<file path="config.mk">
export PLATFORM = sky130hd
export DESIGN_NAME = bcs_bus_cycle
export DESIGN_NICKNAME = d
export VERILOG_FILES = /design/src/rtl/bcs_pkg.sv /design/src/rtl/bcs_sync.sv /design/src/rtl/bcs_bus_cycle.sv
export SDC_FILE = /design/constraint.sdc
export NUM_CORES = 1
export LEC_CHECK = 0
export ABC_AREA = 1
export BUFFER_PORTS_ARGS = -buffer_cell sky130_fd_sc_hd__buf_2
export CORE_AREA = 2 2 59 61
export CTS_CLUSTER_DIAMETER = 150
export CTS_CLUSTER_SIZE = 14
export DETAILED_ROUTE_END_ITERATION = 16
export DIE_AREA = 0 0 61 63
export PLACE_DENSITY = 0.77
export SLEW_MARGIN = 20
export SYNTH_ARGS = -nofsm -noshare
export SYNTH_HDL_FRONTEND = slang
export SYNTH_SLANG_ARGS = --single-unit
</file>
<file path="constraint.sdc">
create_clock -name i_clock -period 1.3 [get_ports i_clock]
set_input_delay 0.325 -clock i_clock [delete_from_list [all_inputs] [get_ports i_clock]]
set_output_delay 0.325 -clock i_clock [all_outputs]
set_load 0.02 [all_outputs]
</file>
<file path="src/rtl/bcs_pkg.sv">
// package: bus cycle status and hold constants and types
package bcs_pkg;

    // ------------------------------------------------------------
    // cycle-status codes, highest bit first
    // ------------------------------------------------------------
    localparam logic [2:0] BCS_CODE_INTERRUPT_ACK_STROBE    = 3'h0;
    localparam logic [2:0] BCS_CODE_IO_RD   = 3'h1;
    localparam logic [2:0] BCS_CODE_IO_WR   = 3'h2;
    localparam logic [2:0] BCS_CODE_HALT    = 3'h3;
    localparam logic [2:0] BCS_CODE_FETCH   = 3'h4;
    localparam logic [2:0] BCS_CODE_MEM_RD  = 3'h5;
    localparam logic [2:0] BCS_CODE_MEM_WR  = 3'h6;
    localparam logic [2:0] BCS_CODE_PASSIVE = 3'h7;

    // ------------------------------------------------------------
    // code field positions
    // ------------------------------------------------------------
    localparam int BCS_BIT_MEM = 2;
    localparam int BCS_BIT_DIR = 1;
    localparam int BCS_BIT_LOW = 0;

    // ------------------------------------------------------------
    // pin synchroniser layout and reset values
    // ------------------------------------------------------------
    localparam int         BCS_SYNC_W   = 3;
    localparam int         BCS_SYNC_HLD = 0;
    localparam int         BCS_SYNC_RDY = 1;
    localparam int         BCS_SYNC_CFG = 2;
    localparam logic       BCS_MODE_MIN = 1'h1;
    localparam logic       BCS_PH_FIRST = 1'h0;
    localparam logic       BCS_PH_MID   = 1'h1;

    typedef enum logic [2:0]
    {
        BCS_TI   = 3'h0,
        BCS_T1   = 3'h1,
        BCS_T2   = 3'h2,
        BCS_T3   = 3'h3,
        BCS_TW   = 3'h4,
        BCS_T4   = 3'h5,
        BCS_HOLD = 3'h6
    } bcs_state_t;

    typedef struct packed
    {
        logic       mem_io;
        logic       dir;
        logic       den_n;
        logic [2:0] status;
    } bcs_pins_t;

    localparam bcs_pins_t BCS_PINS_IDLE = '{mem_io: 1'h1, dir: 1'h1, den_n: 1'h1, status: BCS_CODE_PASSIVE};

endpackage

</file>
<file path="src/rtl/bcs_sync.sv">
// file: two-flop synchroniser for pin inputs
`timescale 1ns/1ps
`default_nettype none
module bcs_sync #(
    parameter int WIDTH = 1
) (
    input  wire logic             i_clock,
    input  wire logic [WIDTH-1:0] i_async,
    output logic      [WIDTH-1:0] o_sync
);
    // no reset: pure data pipeline, settles within two edges
    logic [WIDTH-1:0] meta_q;
    logic [WIDTH-1:0] sync_q;

    always_ff @(posedge i_clock)
    begin
        meta_q <= i_async;
        sync_q <= meta_q;
    end

    assign o_sync = sync_q;
endmodule
`default_nettype wire

</file>
<file path="src/rtl/bcs_bus_cycle.sv">
// file: bus cycle sequencer with status, transceiver and hold pins
// ------------------------------------------------------------
// ------------------------------------------------------------
`timescale 1ns/1ps
`default_nettype none
module bcs_bus_cycle (
    input  wire logic       i_clock,
    input  wire logic       i_reset,
    input  wire logic       i_config_select,
    input  wire logic       i_bus_release_req,
    input  wire logic       i_ready,
    input  wire logic       i_cycle_req,
    input  wire logic [2:0] i_cycle_code,
    output logic            o_cycle_ack,
    output logic            o_bus_release_ack,
    output logic            o_mem_io,
    output logic            o_mem_io_oe,
    output logic            o_transfer_direction,
    output logic            o_transfer_direction_oe,
    output logic            o_transceiver_enable_n,
    output logic            o_transceiver_enable_n_oe,
    output logic [2:0]      o_cycle_status,
    output logic            o_cycle_status_oe
);
    // ------------------------------------------------------------
    // pin synchronisers
    // ------------------------------------------------------------
    logic [bcs_pkg::BCS_SYNC_W-1:0] sync_w;
    logic                           hold_s;
    logic                           rdy_s;

    // request is synchronous already, but a pin is never trusted
    // request synchronised
    bcs_sync #(.WIDTH(bcs_pkg::BCS_SYNC_W)) u_sync (
        .i_clock (i_clock),
        .i_async ({i_config_select, i_ready, i_bus_release_req}),
        .o_sync  (sync_w)
    );
    assign hold_s = sync_w[bcs_pkg::BCS_SYNC_HLD];
    assign rdy_s  = sync_w[bcs_pkg::BCS_SYNC_RDY];

    // ------------------------------------------------------------
    // configuration capture
    // ------------------------------------------------------------
    logic mode_q;
    logic mode_d;

    always_comb
    begin
        mode_d = mode_q;
        if (i_reset)
            mode_d = sync_w[bcs_pkg::BCS_SYNC_CFG];
    end

    always_ff @(posedge i_clock)
        mode_q <= mode_d;

    // ------------------------------------------------------------
    // bus state sequencer
    // ------------------------------------------------------------
    bcs_pkg::bcs_state_t st_q;
    bcs_pkg::bcs_state_t st_d;
    logic                ph_q;
    logic                ph_d;
    logic                pend_q;
    logic                pend_d;
    logic [2:0]          pcode_q;
    logic [2:0]          pcode_d;
    logic [2:0]          run_q;
    logic [2:0]          run_d;
    logic                act_q;
    logic                act_d;
    logic                ack_q;
    logic                ack_d;
    logic                drv_q;
    logic                drv_d;
    logic                take;

    always_comb
    begin
        st_d    = st_q;
        ph_d    = ~ph_q;
        pend_d  = pend_q;
        pcode_d = pcode_q;
        run_d   = run_q;
        act_d   = act_q;
        ack_d   = ack_q;
        drv_d   = drv_q;
        take    = 1'b0;
        case (st_q)
            bcs_pkg::BCS_TI:
            begin
                if (ph_q == bcs_pkg::BCS_PH_FIRST && hold_s)
                begin
                    st_d  = bcs_pkg::BCS_HOLD;
                    ack_d = 1'b1;
                    drv_d = 1'b0;
                end
                else if (ph_q == bcs_pkg::BCS_PH_MID && i_cycle_req && !hold_s)
                begin
                    take    = 1'b1;
                    pend_d  = 1'b1;
                    pcode_d = i_cycle_code;
                    drv_d   = 1'b1;
                    st_d    = bcs_pkg::BCS_T4;
                end
            end
            bcs_pkg::BCS_T1:
                if (ph_q == bcs_pkg::BCS_PH_MID)
                    st_d = bcs_pkg::BCS_T2;
            bcs_pkg::BCS_T2:
                if (ph_q == bcs_pkg::BCS_PH_MID)
                    st_d = bcs_pkg::BCS_T3;
            bcs_pkg::BCS_T3, bcs_pkg::BCS_TW:
                if (ph_q == bcs_pkg::BCS_PH_MID)
                begin
                    if (!rdy_s)
                        st_d = bcs_pkg::BCS_TW;
                    else
                    begin
                        st_d = bcs_pkg::BCS_T4;
                        // pending hold beats a new cycle
                        if (i_cycle_req && !hold_s)
                        begin
                            take    = 1'b1;
                            pend_d  = 1'b1;
                            pcode_d = i_cycle_code;
                        end
                    end
                end
            bcs_pkg::BCS_T4:
            begin
                if (ph_q == bcs_pkg::BCS_PH_FIRST && !pend_q && hold_s)
                begin
                    st_d  = bcs_pkg::BCS_HOLD;
                    ack_d = 1'b1;
                    drv_d = 1'b0;
                    act_d = 1'b0;
                end
                else if (ph_q == bcs_pkg::BCS_PH_MID)
                begin
                    act_d  = pend_q;
                    pend_d = 1'b0;
                    if (pend_q)
                    begin
                        st_d  = bcs_pkg::BCS_T1;
                        run_d = pcode_q;
                    end
                    else
                        st_d = bcs_pkg::BCS_TI;
                end
            end
            bcs_pkg::BCS_HOLD:
                if (ph_q == bcs_pkg::BCS_PH_FIRST && !hold_s)
                begin
                    st_d  = bcs_pkg::BCS_TI;
                    ack_d = 1'b0;
                end
            default:
                st_d = bcs_pkg::BCS_TI;
        endcase
    end

    always_ff @(posedge i_clock)
    begin
        if (i_reset)
        begin
            st_q    <= bcs_pkg::BCS_TI;
            ph_q    <= bcs_pkg::BCS_PH_FIRST;
            pend_q  <= 1'b0;
            pcode_q <= bcs_pkg::BCS_CODE_PASSIVE;
            run_q   <= bcs_pkg::BCS_CODE_PASSIVE;
            act_q   <= 1'b0;
            ack_q   <= 1'b0;
            drv_q   <= 1'b1;
        end
        else
        begin
            st_q    <= st_d;
            ph_q    <= ph_d;
            pend_q  <= pend_d;
            pcode_q <= pcode_d;
            run_q   <= run_d;
            act_q   <= act_d;
            ack_q   <= ack_d;
            drv_q   <= drv_d;
        end
    end

    // ------------------------------------------------------------
    // pin values, registered from next state
    // ------------------------------------------------------------
    bcs_pkg::bcs_pins_t pins_q;
    bcs_pkg::bcs_pins_t pins_d;
    logic               is_wr;
    logic               xfer;

    always_comb
    begin
        pins_d = bcs_pkg::BCS_PINS_IDLE;
        is_wr  = run_d[bcs_pkg::BCS_BIT_DIR] & ~run_d[bcs_pkg::BCS_BIT_LOW];
        xfer   = act_d && (run_d != bcs_pkg::BCS_CODE_HALT);
        if (drv_d)
        begin
            // direction from code; same bit as status; select
            pins_d.mem_io = pend_d ? pcode_d[bcs_pkg::BCS_BIT_MEM] : run_d[bcs_pkg::BCS_BIT_MEM];
            pins_d.dir    = pend_d ? pcode_d[bcs_pkg::BCS_BIT_DIR] : run_d[bcs_pkg::BCS_BIT_DIR];
            if (xfer)
            begin
                case (st_d)
                    bcs_pkg::BCS_T2: pins_d.den_n = ~(ph_d | is_wr);
                    bcs_pkg::BCS_T3: pins_d.den_n = 1'b0;
                    bcs_pkg::BCS_TW: pins_d.den_n = 1'b0;
                    bcs_pkg::BCS_T4: pins_d.den_n = ph_d;
                    default:         pins_d.den_n = 1'b1;
                endcase
            end
            // status window; change marks start, passive marks end
            case (st_d)
                bcs_pkg::BCS_T1, bcs_pkg::BCS_T2:
                    pins_d.status = run_d;
                bcs_pkg::BCS_T3, bcs_pkg::BCS_TW:
                    pins_d.status = rdy_s ? bcs_pkg::BCS_CODE_PASSIVE : run_d;
                bcs_pkg::BCS_T4, bcs_pkg::BCS_TI:
                    pins_d.status = pend_d ? pcode_d : bcs_pkg::BCS_CODE_PASSIVE;
                default:
                    pins_d.status = bcs_pkg::BCS_CODE_PASSIVE;
            endcase
        end
    end

    always_ff @(posedge i_clock)
    begin
        if (i_reset)
            pins_q <= bcs_pkg::BCS_PINS_IDLE;
        else
            pins_q <= pins_d;
    end

    // ------------------------------------------------------------
    // outputs; pins rest at one while released
    // ------------------------------------------------------------
    // float while released
    assign o_mem_io_oe               = drv_q & (mode_q == bcs_pkg::BCS_MODE_MIN);
    assign o_transfer_direction_oe   = o_mem_io_oe;
    assign o_transceiver_enable_n_oe = o_mem_io_oe;
    assign o_cycle_status_oe         = drv_q & (mode_q != bcs_pkg::BCS_MODE_MIN);
    assign o_mem_io                  = pins_q.mem_io;
    assign o_transfer_direction      = pins_q.dir;
    assign o_transceiver_enable_n    = pins_q.den_n;
    assign o_cycle_status            = pins_q.status;
    assign o_bus_release_ack         = ack_q & (mode_q == bcs_pkg::BCS_MODE_MIN);
    assign o_cycle_ack               = take;

    // ------------------------------------------------------------
    // assertions
    // ------------------------------------------------------------
    logic wr_run;
    assign wr_run = (run_q == bcs_pkg::BCS_CODE_IO_WR) || (run_q == bcs_pkg::BCS_CODE_MEM_WR);
endmodule
`default_nettype wire

</file>
==> results of run 1 <==
[power groups by stage]
stage                     logic (mW)  clock network, mW  registers, mW
after floorplan                0.835                  0           1.01
after global placement          1.16                  0          0.981
after detailed placement        1.18                  0          0.986
after CTS                       1.33              0.389          0.971
after global routing            1.62              0.433          0.986
final                           1.50              0.374          0.977
[flip-flops by register name (all words and copies together), names as in the netlist]
register and cells:
ack_q 1, act_q 1, drv_q 1, mode_q 1
o_cycle_status 3, o_mem_io 1, o_transceiver_enable_n 1, o_transfer_direction 1
pcode_q 3, pend_q 1, ph_q 1, run_q 3
st_q 3, u_sync.meta_q 3, u_sync.o_sync 3
[metrics by stage]
stage | utilization [%] | std cells | instance area [um^2] | setup WS (ns) | power, mW
after floorplan | - | 220 | 1578 | -0.1126 | 1.842
final | 72.94 | 330 | 2357 | -0.4450 | 2.845
after global placement | 59.78 | 311 | 1932 | -0.3125 | 2.140
after CTS | 65.89 | 323 | 2130 | -0.4173 | 2.689
after global routing | 72.94 | 330 | 2357 | -0.5701 | 3.038
after detailed placement | 59.78 | 311 | 1932 | -0.3205 | 2.169
[critical path, stage by stage (launching register included)]
cell	delay [ns]
sky130_fd_sc_hd__dfxtp_2	0.36
sky130_fd_sc_hd__buf_6	0.13
sky130_fd_sc_hd__inv_6	0.04
sky130_fd_sc_hd__buf_6	0.11
sky130_fd_sc_hd__nor2_4	0.13
sky130_fd_sc_hd__nand2_4	0.10
sky130_fd_sc_hd__nor2_4	0.17
sky130_fd_sc_hd__nand2_2	0.10
sky130_fd_sc_hd__o21ai_4	0.10
sky130_fd_sc_hd__inv_2	0.06
sky130_fd_sc_hd__o21ai_1	0.14
sky130_fd_sc_hd__nor2_1	0.06
sky130_fd_sc_hd__nor2_1	0.08
sky130_fd_sc_hd__nand2_1	0.06
[final cells by class]
class / count / area [um^2] / area share, %
clock buffers: 3 / 22.52 / 0.9554
clock inverters: 1 / 6.256 / 0.2654
inverters: 32 / 132.6 / 5.626
multi-input cells: 155 / 1032 / 43.79
flip-flops and latches: 27 / 561.8 / 23.83
well taps: 46 / 57.56 / 2.442
repair buffers: 66 / 544.3 / 23.09
[how the worst max path moves through the flow]
stage	to	slack [ns]	from	depth (start not counted)
global placement	o_cycle_status[2]	-0.31	ph_q	9
finish	o_transceiver_enable_n	-0.45	st_q[0]	13
global route	o_transceiver_enable_n	-0.57	st_q[0]	13
detailed placement	o_cycle_status[1]	-0.32	ph_q	9
floorplan	o_cycle_status[1]	-0.11	st_q[0]	11
CTS	o_cycle_ack	-0.42	st_q[0]	7
[synth_stat cells]
library cell / instances / area (um^2)
sky130_fd_sc_hd__nand2_4: 3 / 33.78
sky130_fd_sc_hd__dfxtp_1: 26 / 520.5
sky130_fd_sc_hd__inv_2: 6 / 22.52
sky130_fd_sc_hd__nor2_8: 1 / 20.02
sky130_fd_sc_hd__nand3_1: 18 / 90.09
sky130_fd_sc_hd__nor2_1: 16 / 60.06
sky130_fd_sc_hd__nand4_1: 3 / 18.77
sky130_fd_sc_hd__o21ai_0: 4 / 20.02
sky130_fd_sc_hd__edfxtp_1: 1 / 30.03
sky130_fd_sc_hd__o21ai_1: 3 / 15.01
sky130_fd_sc_hd__nand2_1: 68 / 255.2
sky130_fd_sc_hd__nand3_4: 1 / 17.52
sky130_fd_sc_hd__buf_6: 1 / 11.26
sky130_fd_sc_hd__nor2_4: 7 / 78.83
sky130_fd_sc_hd__o21ai_2: 3 / 26.28
sky130_fd_sc_hd__nand2_8: 1 / 20.02
sky130_fd_sc_hd__buf_4: 4 / 30.03
sky130_fd_sc_hd__nand2_2: 10 / 62.56
sky130_fd_sc_hd__a21oi_1: 5 / 25.02
sky130_fd_sc_hd__clkbuf_1: 1 / 3.750
sky130_fd_sc_hd__inv_4: 1 / 6.260
sky130_fd_sc_hd__inv_1: 24 / 90.09
sky130_fd_sc_hd__nand3_2: 3 / 30.03
sky130_fd_sc_hd__clkinv_1: 1 / 3.750
sky130_fd_sc_hd__nor3_1: 1 / 5.000
sky130_fd_sc_hd__nor2_2: 8 / 50.05
[layer usage]
metal / wire length [um] / vias to the layer above
met5: 0 / -
met4: 74 / 0
met3: 266 / 12
met2: 2455 / 70
met1: 1893 / 791
li1: - / 806
[cells by family after synthesis]
kind of cell	Yosys count	share of synthesized area, %
AOI/OAI and AO/OA	15	5.582
and+or+nand+nor	140	47.98
buffers and inverters	38	10.84
DFF	27	35.60
[repair_timing]
| action | in CTS | in global routing |
|---|---|---|
| buffers inserted | 8 | 10 |
| setup endpoints to repair | 24 | 25 |
| gates resized for setup | 37 | 51 |
| pin swaps | 17 | 31 |
==> PnR_summary.wiki, run 1 <==
{| class="wikitable"
! Metric !! Value
|-
| Clock share of power || a little over an eighth
|-
| Detail-routed net length per standard cell || 14.21 um
|-
| Die boundary width || slightly above 60 um
|-
| Required time of the critical path || 1.54 ns
|-
| Depth of the worst register-to-register path || 13
|-
| TritonCTS clock tree || yes
|-
| Clock transition at the registers of the reported paths || 0.15 ns
|-
| Endpoint of the worst-slack reg-to-reg timing path || o_transceiver_enable_n
|-
| Post-Synthesis Cells || 220
|-
| Commonest cells after routing, fill and taps aside || 50 x sky130_fd_sc_hd__nand2_1, 34 x sky130_fd_sc_hd__buf_4, 25 x sky130_fd_sc_hd__nand2_2
|-
| Total number of vias || ~1,700
|-
| Max Transition Viols Final || 0
|-
| Cell internal pwr || about 1.6 mW
|-
| Headroom to the max-slew limit || between 80% and 90%
|-
| Sw frac || a little over two fifths
|-
| Violations in the final reports || setup timing
|-
| Count of synthesis-stage warnings from yosys || 0
|-
| Nets@finish || ~300
|-
| Max frequency || 573.1 MHz
|-
| Remaining number of nets flagged by the antenna check after routing || 0
|-
| Slack of the worst reg-to-reg path || -0.45 ns
|-
| Final worst path period share || 134.2%
|-
| Chip Height || about 63 um
|-
| Arr. time, crit path || 1.99 ns
|-
| Terminating pin of the worst hold path || u_sync.meta_q[0]
|-
| Core area || around 3200 um^2
|-
| M2 GR Usage || roughly 36%
|-
| Worst IR drop on VDD || just over 0.7 mV
|-
| Number of diodes || 0
|-
| Path class of the lowest-slack min-delay path || in2reg
|-
| Effective utilization at floorplan || 47.85%
|-
| Setup CP Type || reg2reg
|-
| Detailed placer's ending HPWL || 2734 um
|-
| Number of buffers inserted by port buffering || 20
|-
| Post-CTS Hold Buffers || 0
|-
| Net Switching || roughly 1.2 mW
|-
| Global-route wire length before repair || about 6400 um
|-
| Number of placement rows || 21
|-
| Launch point of the worst reg-to-reg path || st_q[0]
|-
| Vias in the first global route || 1,501
|-
| Share of the yosys chip area belonging to registers || a little over a third
|-
| Final min period || between 1.5 and 2 ns
|-
| Initial antenna violation count || 0
|-
| Comb pwr share || between 50 and 60%
|-
| Fill cell count || about 220
|-
| Top Usage Layer GRT || met2
|-
| Measured slew at the worst slew-check pin || ~0.23 ns
|-
| DRC errors left || 0
|-
| Worst-Skew Late Latency || 0.33 ns
|-
| Cell at the root of the clock tree || sky130_fd_sc_hd__clkbuf_4
|-
| Max cap viols || 0
|-
| Synthesized Nets || 229
|-
| DIE AREA || between 3000 and 4000 um^2
|-
| Number of storage elements in the synthesis netlist || 27
|-
| Layout overhead on the synthesized area || 52.43%
|-
| Status || complete, but fails checks
|-
| Max Buffers Root-to-Sink || 2
|-
| Startpoint of the lowest-slack hold path || i_bus_release_req
|-
| Worst setup EP type || register
|-
| Overflow left after global routing || 0
|-
| Cell Area, Synth || around 1500 um^2
|-
| Clock sink count || 27
|-
| Kind of start point of the critical path || register
|-
| Global-route usage over all layers || between 20 and 25%
|-
| H-Tree Level Count || 1
|-
| Setup TNS after final layout || -4.816 ns
|-
| Setup Viol. Count Final || 24
|-
| Global placement routability congestion || ~0.90
|-
| Most common cell after layout, fill and taps aside || sky130_fd_sc_hd__nand2_1
|-
| Share of cells above drive strength 1 || a little under three fifths
|-
| # IOs || 21
|-
| Inserted Clock Buffers || 3
|-
| Aggregate routed wire length || around 4700 um
|-
| Post-DR vias/cell || slightly above 5
|-
| Sequential cell fraction of total power || between 30% and 40%
|-
| Static power due to leakage || around 1.2 nW
|-
| Number of DRC violations after detailed-routing iteration 0 || 107
|-
| Setup repair after global routing missed its margin || true
|-
| Global routing met3 resource utilization || just under 4%
|-
| Mean area per synthesized cell || around 7 um^2
|-
| Smallest setup slack after layout || -0.4450 ns
|-
| Routing usage on met1 || between 20% and 30%
|-
| Hold path depth || 1
|-
| Number of distinct standard cells referenced by the synthesized netlist || 26
|-
| Cell area power density || around 1200 nW/um^2
|-
| First-pass detailed-route iteration total || 4
|-
| CP max FO || 5
|-
| Clock Skew || 0.004011 ns
|-
| Pin count of the biggest net entering global routing || 17
|-
| Final number of hold-violating endpoints || 0
|-
| Smallest hold slack || about 0.084 ns
|}
No activity file was read; power rests on OpenSTA's default activity.
==> run 2: changes to the inputs <==
Settings changed: CORE_AREA 2 2 59 61 to 2 2 56 58, DIE_AREA 0 0 61 63 to 0 0 58 60, PLACE_DENSITY 0.77 to 0.81.
Clock period 1.3 ns to 1.72 ns, I/O delays scaled along.
==> run 2 against run 1 <==
  * The flow now finishes without violations
  * First-iteration DRC count is 50% lower
  * Worst hold slack better by 0.11 ns
  * Global-route usage is 0.11 points higher
  * Sequential share of layout area is 5.8 points higher
  * Total power is 32% lower
  * Largest power group unchanged
  * Highest routed layer unchanged
==> PnR_summary.wiki, run 2 (synthesis gave the netlist of run 1 again) <==
{| class="wikitable"
! Metric !! Value
|-
| Max Transition Viols Final || 0 (unchanged)
|-
| Global-route usage over all layers || 21.59% (+0.11 points)
|-
| Kind of start point of the critical path || register
|-
| Most common cell after layout, fill and taps aside || sky130_fd_sc_hd__nand2_1
|-
| Setup Viol. Count Final || 0 (-100%)
|-
| Number of placed cells counting well taps || 271 (-13%)
|-
| Overflow left after global routing || 0 (unchanged)
|-
| Max cap viols || 0 (unchanged)
|-
| Core area || 2903 um^2 (-10%)
|-
| Max Buffers Root-to-Sink || 2 (unchanged)
|-
| Smallest setup slack after layout || 0.001288 ns (+0.4463 ns)
|-
| DIE AREA || 3480 um^2 (-9.4%)
|-
| Static power due to leakage || 0.9610 nW (-18%)
|-
| DRC errors left || 0 (unchanged)
|-
| Sw frac || 41.47% (-0.78 points)
|-
| Arr. time, crit path || 1.29 ns (-0.70 ns)
|-
| Commonest cells after routing, fill and taps aside || 62 x sky130_fd_sc_hd__nand2_1, 24 x sky130_fd_sc_hd__inv_1, 21 x sky130_fd_sc_hd__dfxtp_1
|-
| Number of buffers inserted by port buffering || 20 (unchanged)
|-
| Placed instance area || 1673 um^2 (-13%)
|-
| Final min period || between 1.5 and 2 ns
|-
| Worst IR drop on VDD || 0.6189 mV (-15%)
|-
| Ordered list of cells on the worst path || buf_6 -> nor2_4 -> nand2_8 -> nand2_8 -> buf_6
|-
| Global-route wire length before repair || 5782 um (-9.0%)
|-
| Worst-Skew Late Latency || 0.33 ns (about the same)
|-
| Buf+Inv Stages, Crit Path || 2 (-2)
|-
| Aggregate routed wire length || 3405 um (-27%)
|-
| Number of diodes || 0 (unchanged)
|-
| Effective utilization at floorplan || 53.28% (+5.4 points)
|-
| Final design area excluding fillers || 1906 um^2 (-19%)
|-
| Net Switching || 0.8071 mW (-33%)
|-
| Setup repair after global routing missed its margin || true
|-
| Inserted Clock Buffers || 3 (unchanged)
|-
| Status || finished, final reports clean
|-
| Max frequency || 581.8 MHz
|-
| Comb pwr share || 47.9% (-4.6 points)
|-
| Nets@finish || 264 (-10%)
|-
| Final core utilization || 65.65% (-7.3 points)
|-
| Global placement routability congestion || 0.9172 (+2.3%)
|-
| CP max FO || 5 (unchanged)
|-
| Area of combinational cells with multiple inputs || 910.9 um^2 (-12%)
|-
| Vias in the first global route || 1,338 (-11%)
|-
| Smallest hold slack || 0.1914 ns (+0.1073 ns)
|-
| Sequential cell fraction of total power || 38.3% (+4.0 points)
|-
| Die boundary width || 58 um (-4.9%)
|-
| Setup CP Type || reg2out
|-
| Area taken by flip-flops and latches || 564.3 um^2 (+0.45%)
|-
| # IOs || 21 (unchanged)
|-
| Required time of the critical path || 1.29 ns (-0.25 ns)
|-
| Layout overhead on the synthesized area || 23.22%
|-
| H-Tree Level Count || 1 (unchanged)
|-
| Final worst path period share || around 100%
|-
| Initial antenna violation count || 0 (unchanged)
|-
| Detail-routed net length per standard cell || 11.86 um (-17%)
|-
| Post-CTS Hold Buffers || 0 (unchanged)
|-
| Worst setup EP type || primary output
|-
| Total design power || 1.946 mW (-32%)
|-
| CP top delay family || flip-flops
|-
| First-pass detailed-route iteration total || 4 (unchanged)
|-
| Cell internal pwr || 1.139 mW (-31%)
|-
| Cell area power density || 1021 nW/um^2 (-15%)
|-
| Dpl ws || 0.03742 ns (+0.3579 ns)
|-
| Clock sink count || 27 (unchanged)
|-
| Cell with the largest stage delay on the worst path || sky130_fd_sc_hd__dfxtp_4
|-
| Share of cells above drive strength 1 || 40.55% (-15 points)
|-
| Cell at the root of the clock tree || sky130_fd_sc_hd__clkbuf_4
|-
| TritonCTS clock tree || yes
|-
| Number of placement rows || 20 (-4.8%)
|-
| Path class of the lowest-slack min-delay path || in2reg
|-
| Highest cell delay on the worst timing path || 0.40 ns (+0.04 ns)
|-
| Final number of hold-violating endpoints || 0 (unchanged)
|-
| Measured slew at the worst slew-check pin || 0.2554 ns (+0.02060 ns)
|-
| Number of DRC violations after detailed-routing iteration 0 || 54 (-50%)
|-
| Non-Filler Instances || 287 (-13%)
|-
| Post-DR vias/cell || 5.056 (-0.63%)
|-
| Chip Height || 60 um (-4.8%)
|-
| Clock share of power || 13.8% (+0.7 points)
|-
| Detailed placer's ending HPWL || 2394 um (-12%)
|-
| Setup TNS after final layout || 0 ns (+4.816 ns)
|-
| Fill cell count || 229 (+2.7%)
|-
| Clock transition at the registers of the reported paths || 0.15 ns (about the same)
|-
| Headroom to the max-slew limit || 82.79% (-1.6 points)
|-
| Remaining number of nets flagged by the antenna check after routing || 0 (unchanged)
|-
| Pin count of the biggest net entering global routing || 16 (-1)
|-
| Total number of vias || 1,451 (-14%)
|-
| Clock Skew || 0.02033 ns (+0.01632 ns)
|}
-- run 2: changes by cell type in the layout (fill, tap and decap cells not counted), sizes merged --
cell / before / now
buf: 66 / 36
clkinv: 1 / 2
inv: 32 / 31
-- run 2: final cells by class --
| cell class | count | area share, % |
|---|---|---|
| clock buffers | 3 | 1.182 |
| clock inverters | 1 | 0.2626 |
| well taps | 33 | 2.167 |
| multi-input cells | 155 | 47.80 |
| repair buffers | 36 | 12.28 |
| inverters | 32 | 6.697 |
| flip-flops and latches | 27 | 29.61 |
-- run 2: metal layers --
metal  global-route usage, %  share of wire (%)  up-vias
li1                        -                  -      742
met1                   26.43                 44      668
met2                   39.94                 51       37
met3                   2.597                4.6        4
met4                   5.648               0.97        0
met5                       0                  0        -
-- run 2: what timing repair did --
item | in CTS | in global routing
endpoints found under the setup margin | 1 | 6
gates cloned | 0 | 0
resized for setup | 19 | 15
pin swaps | 4 | 14
setup buffers | 9 | 4
-- run 2: final timing paths --
path	endpoint	cells after the start	slack, ns	start
max	o_cycle_ack	5	0.001	st_q[2]
min	u_sync.meta_q[2]	1	0.19	i_config_select
max reg2reg	o_cycle_status[2]	14	0.12	st_q[2]
min reg2reg	u_sync.o_sync[0]	0	0.34	u_sync.meta_q[0]
-- run 2: power groups by stage --
stage	registers, mW	clock network (mW)	logic [mW]
6_report	0.746	0.268	0.932
5_1_grt	0.755	0.313	1.03
4_1_cts	0.741	0.280	0.850
3_5_place_dp	0.751	0	0.752
3_3_place_gp	0.750	0	0.748
2_1_floorplan	0.755	0	0.616
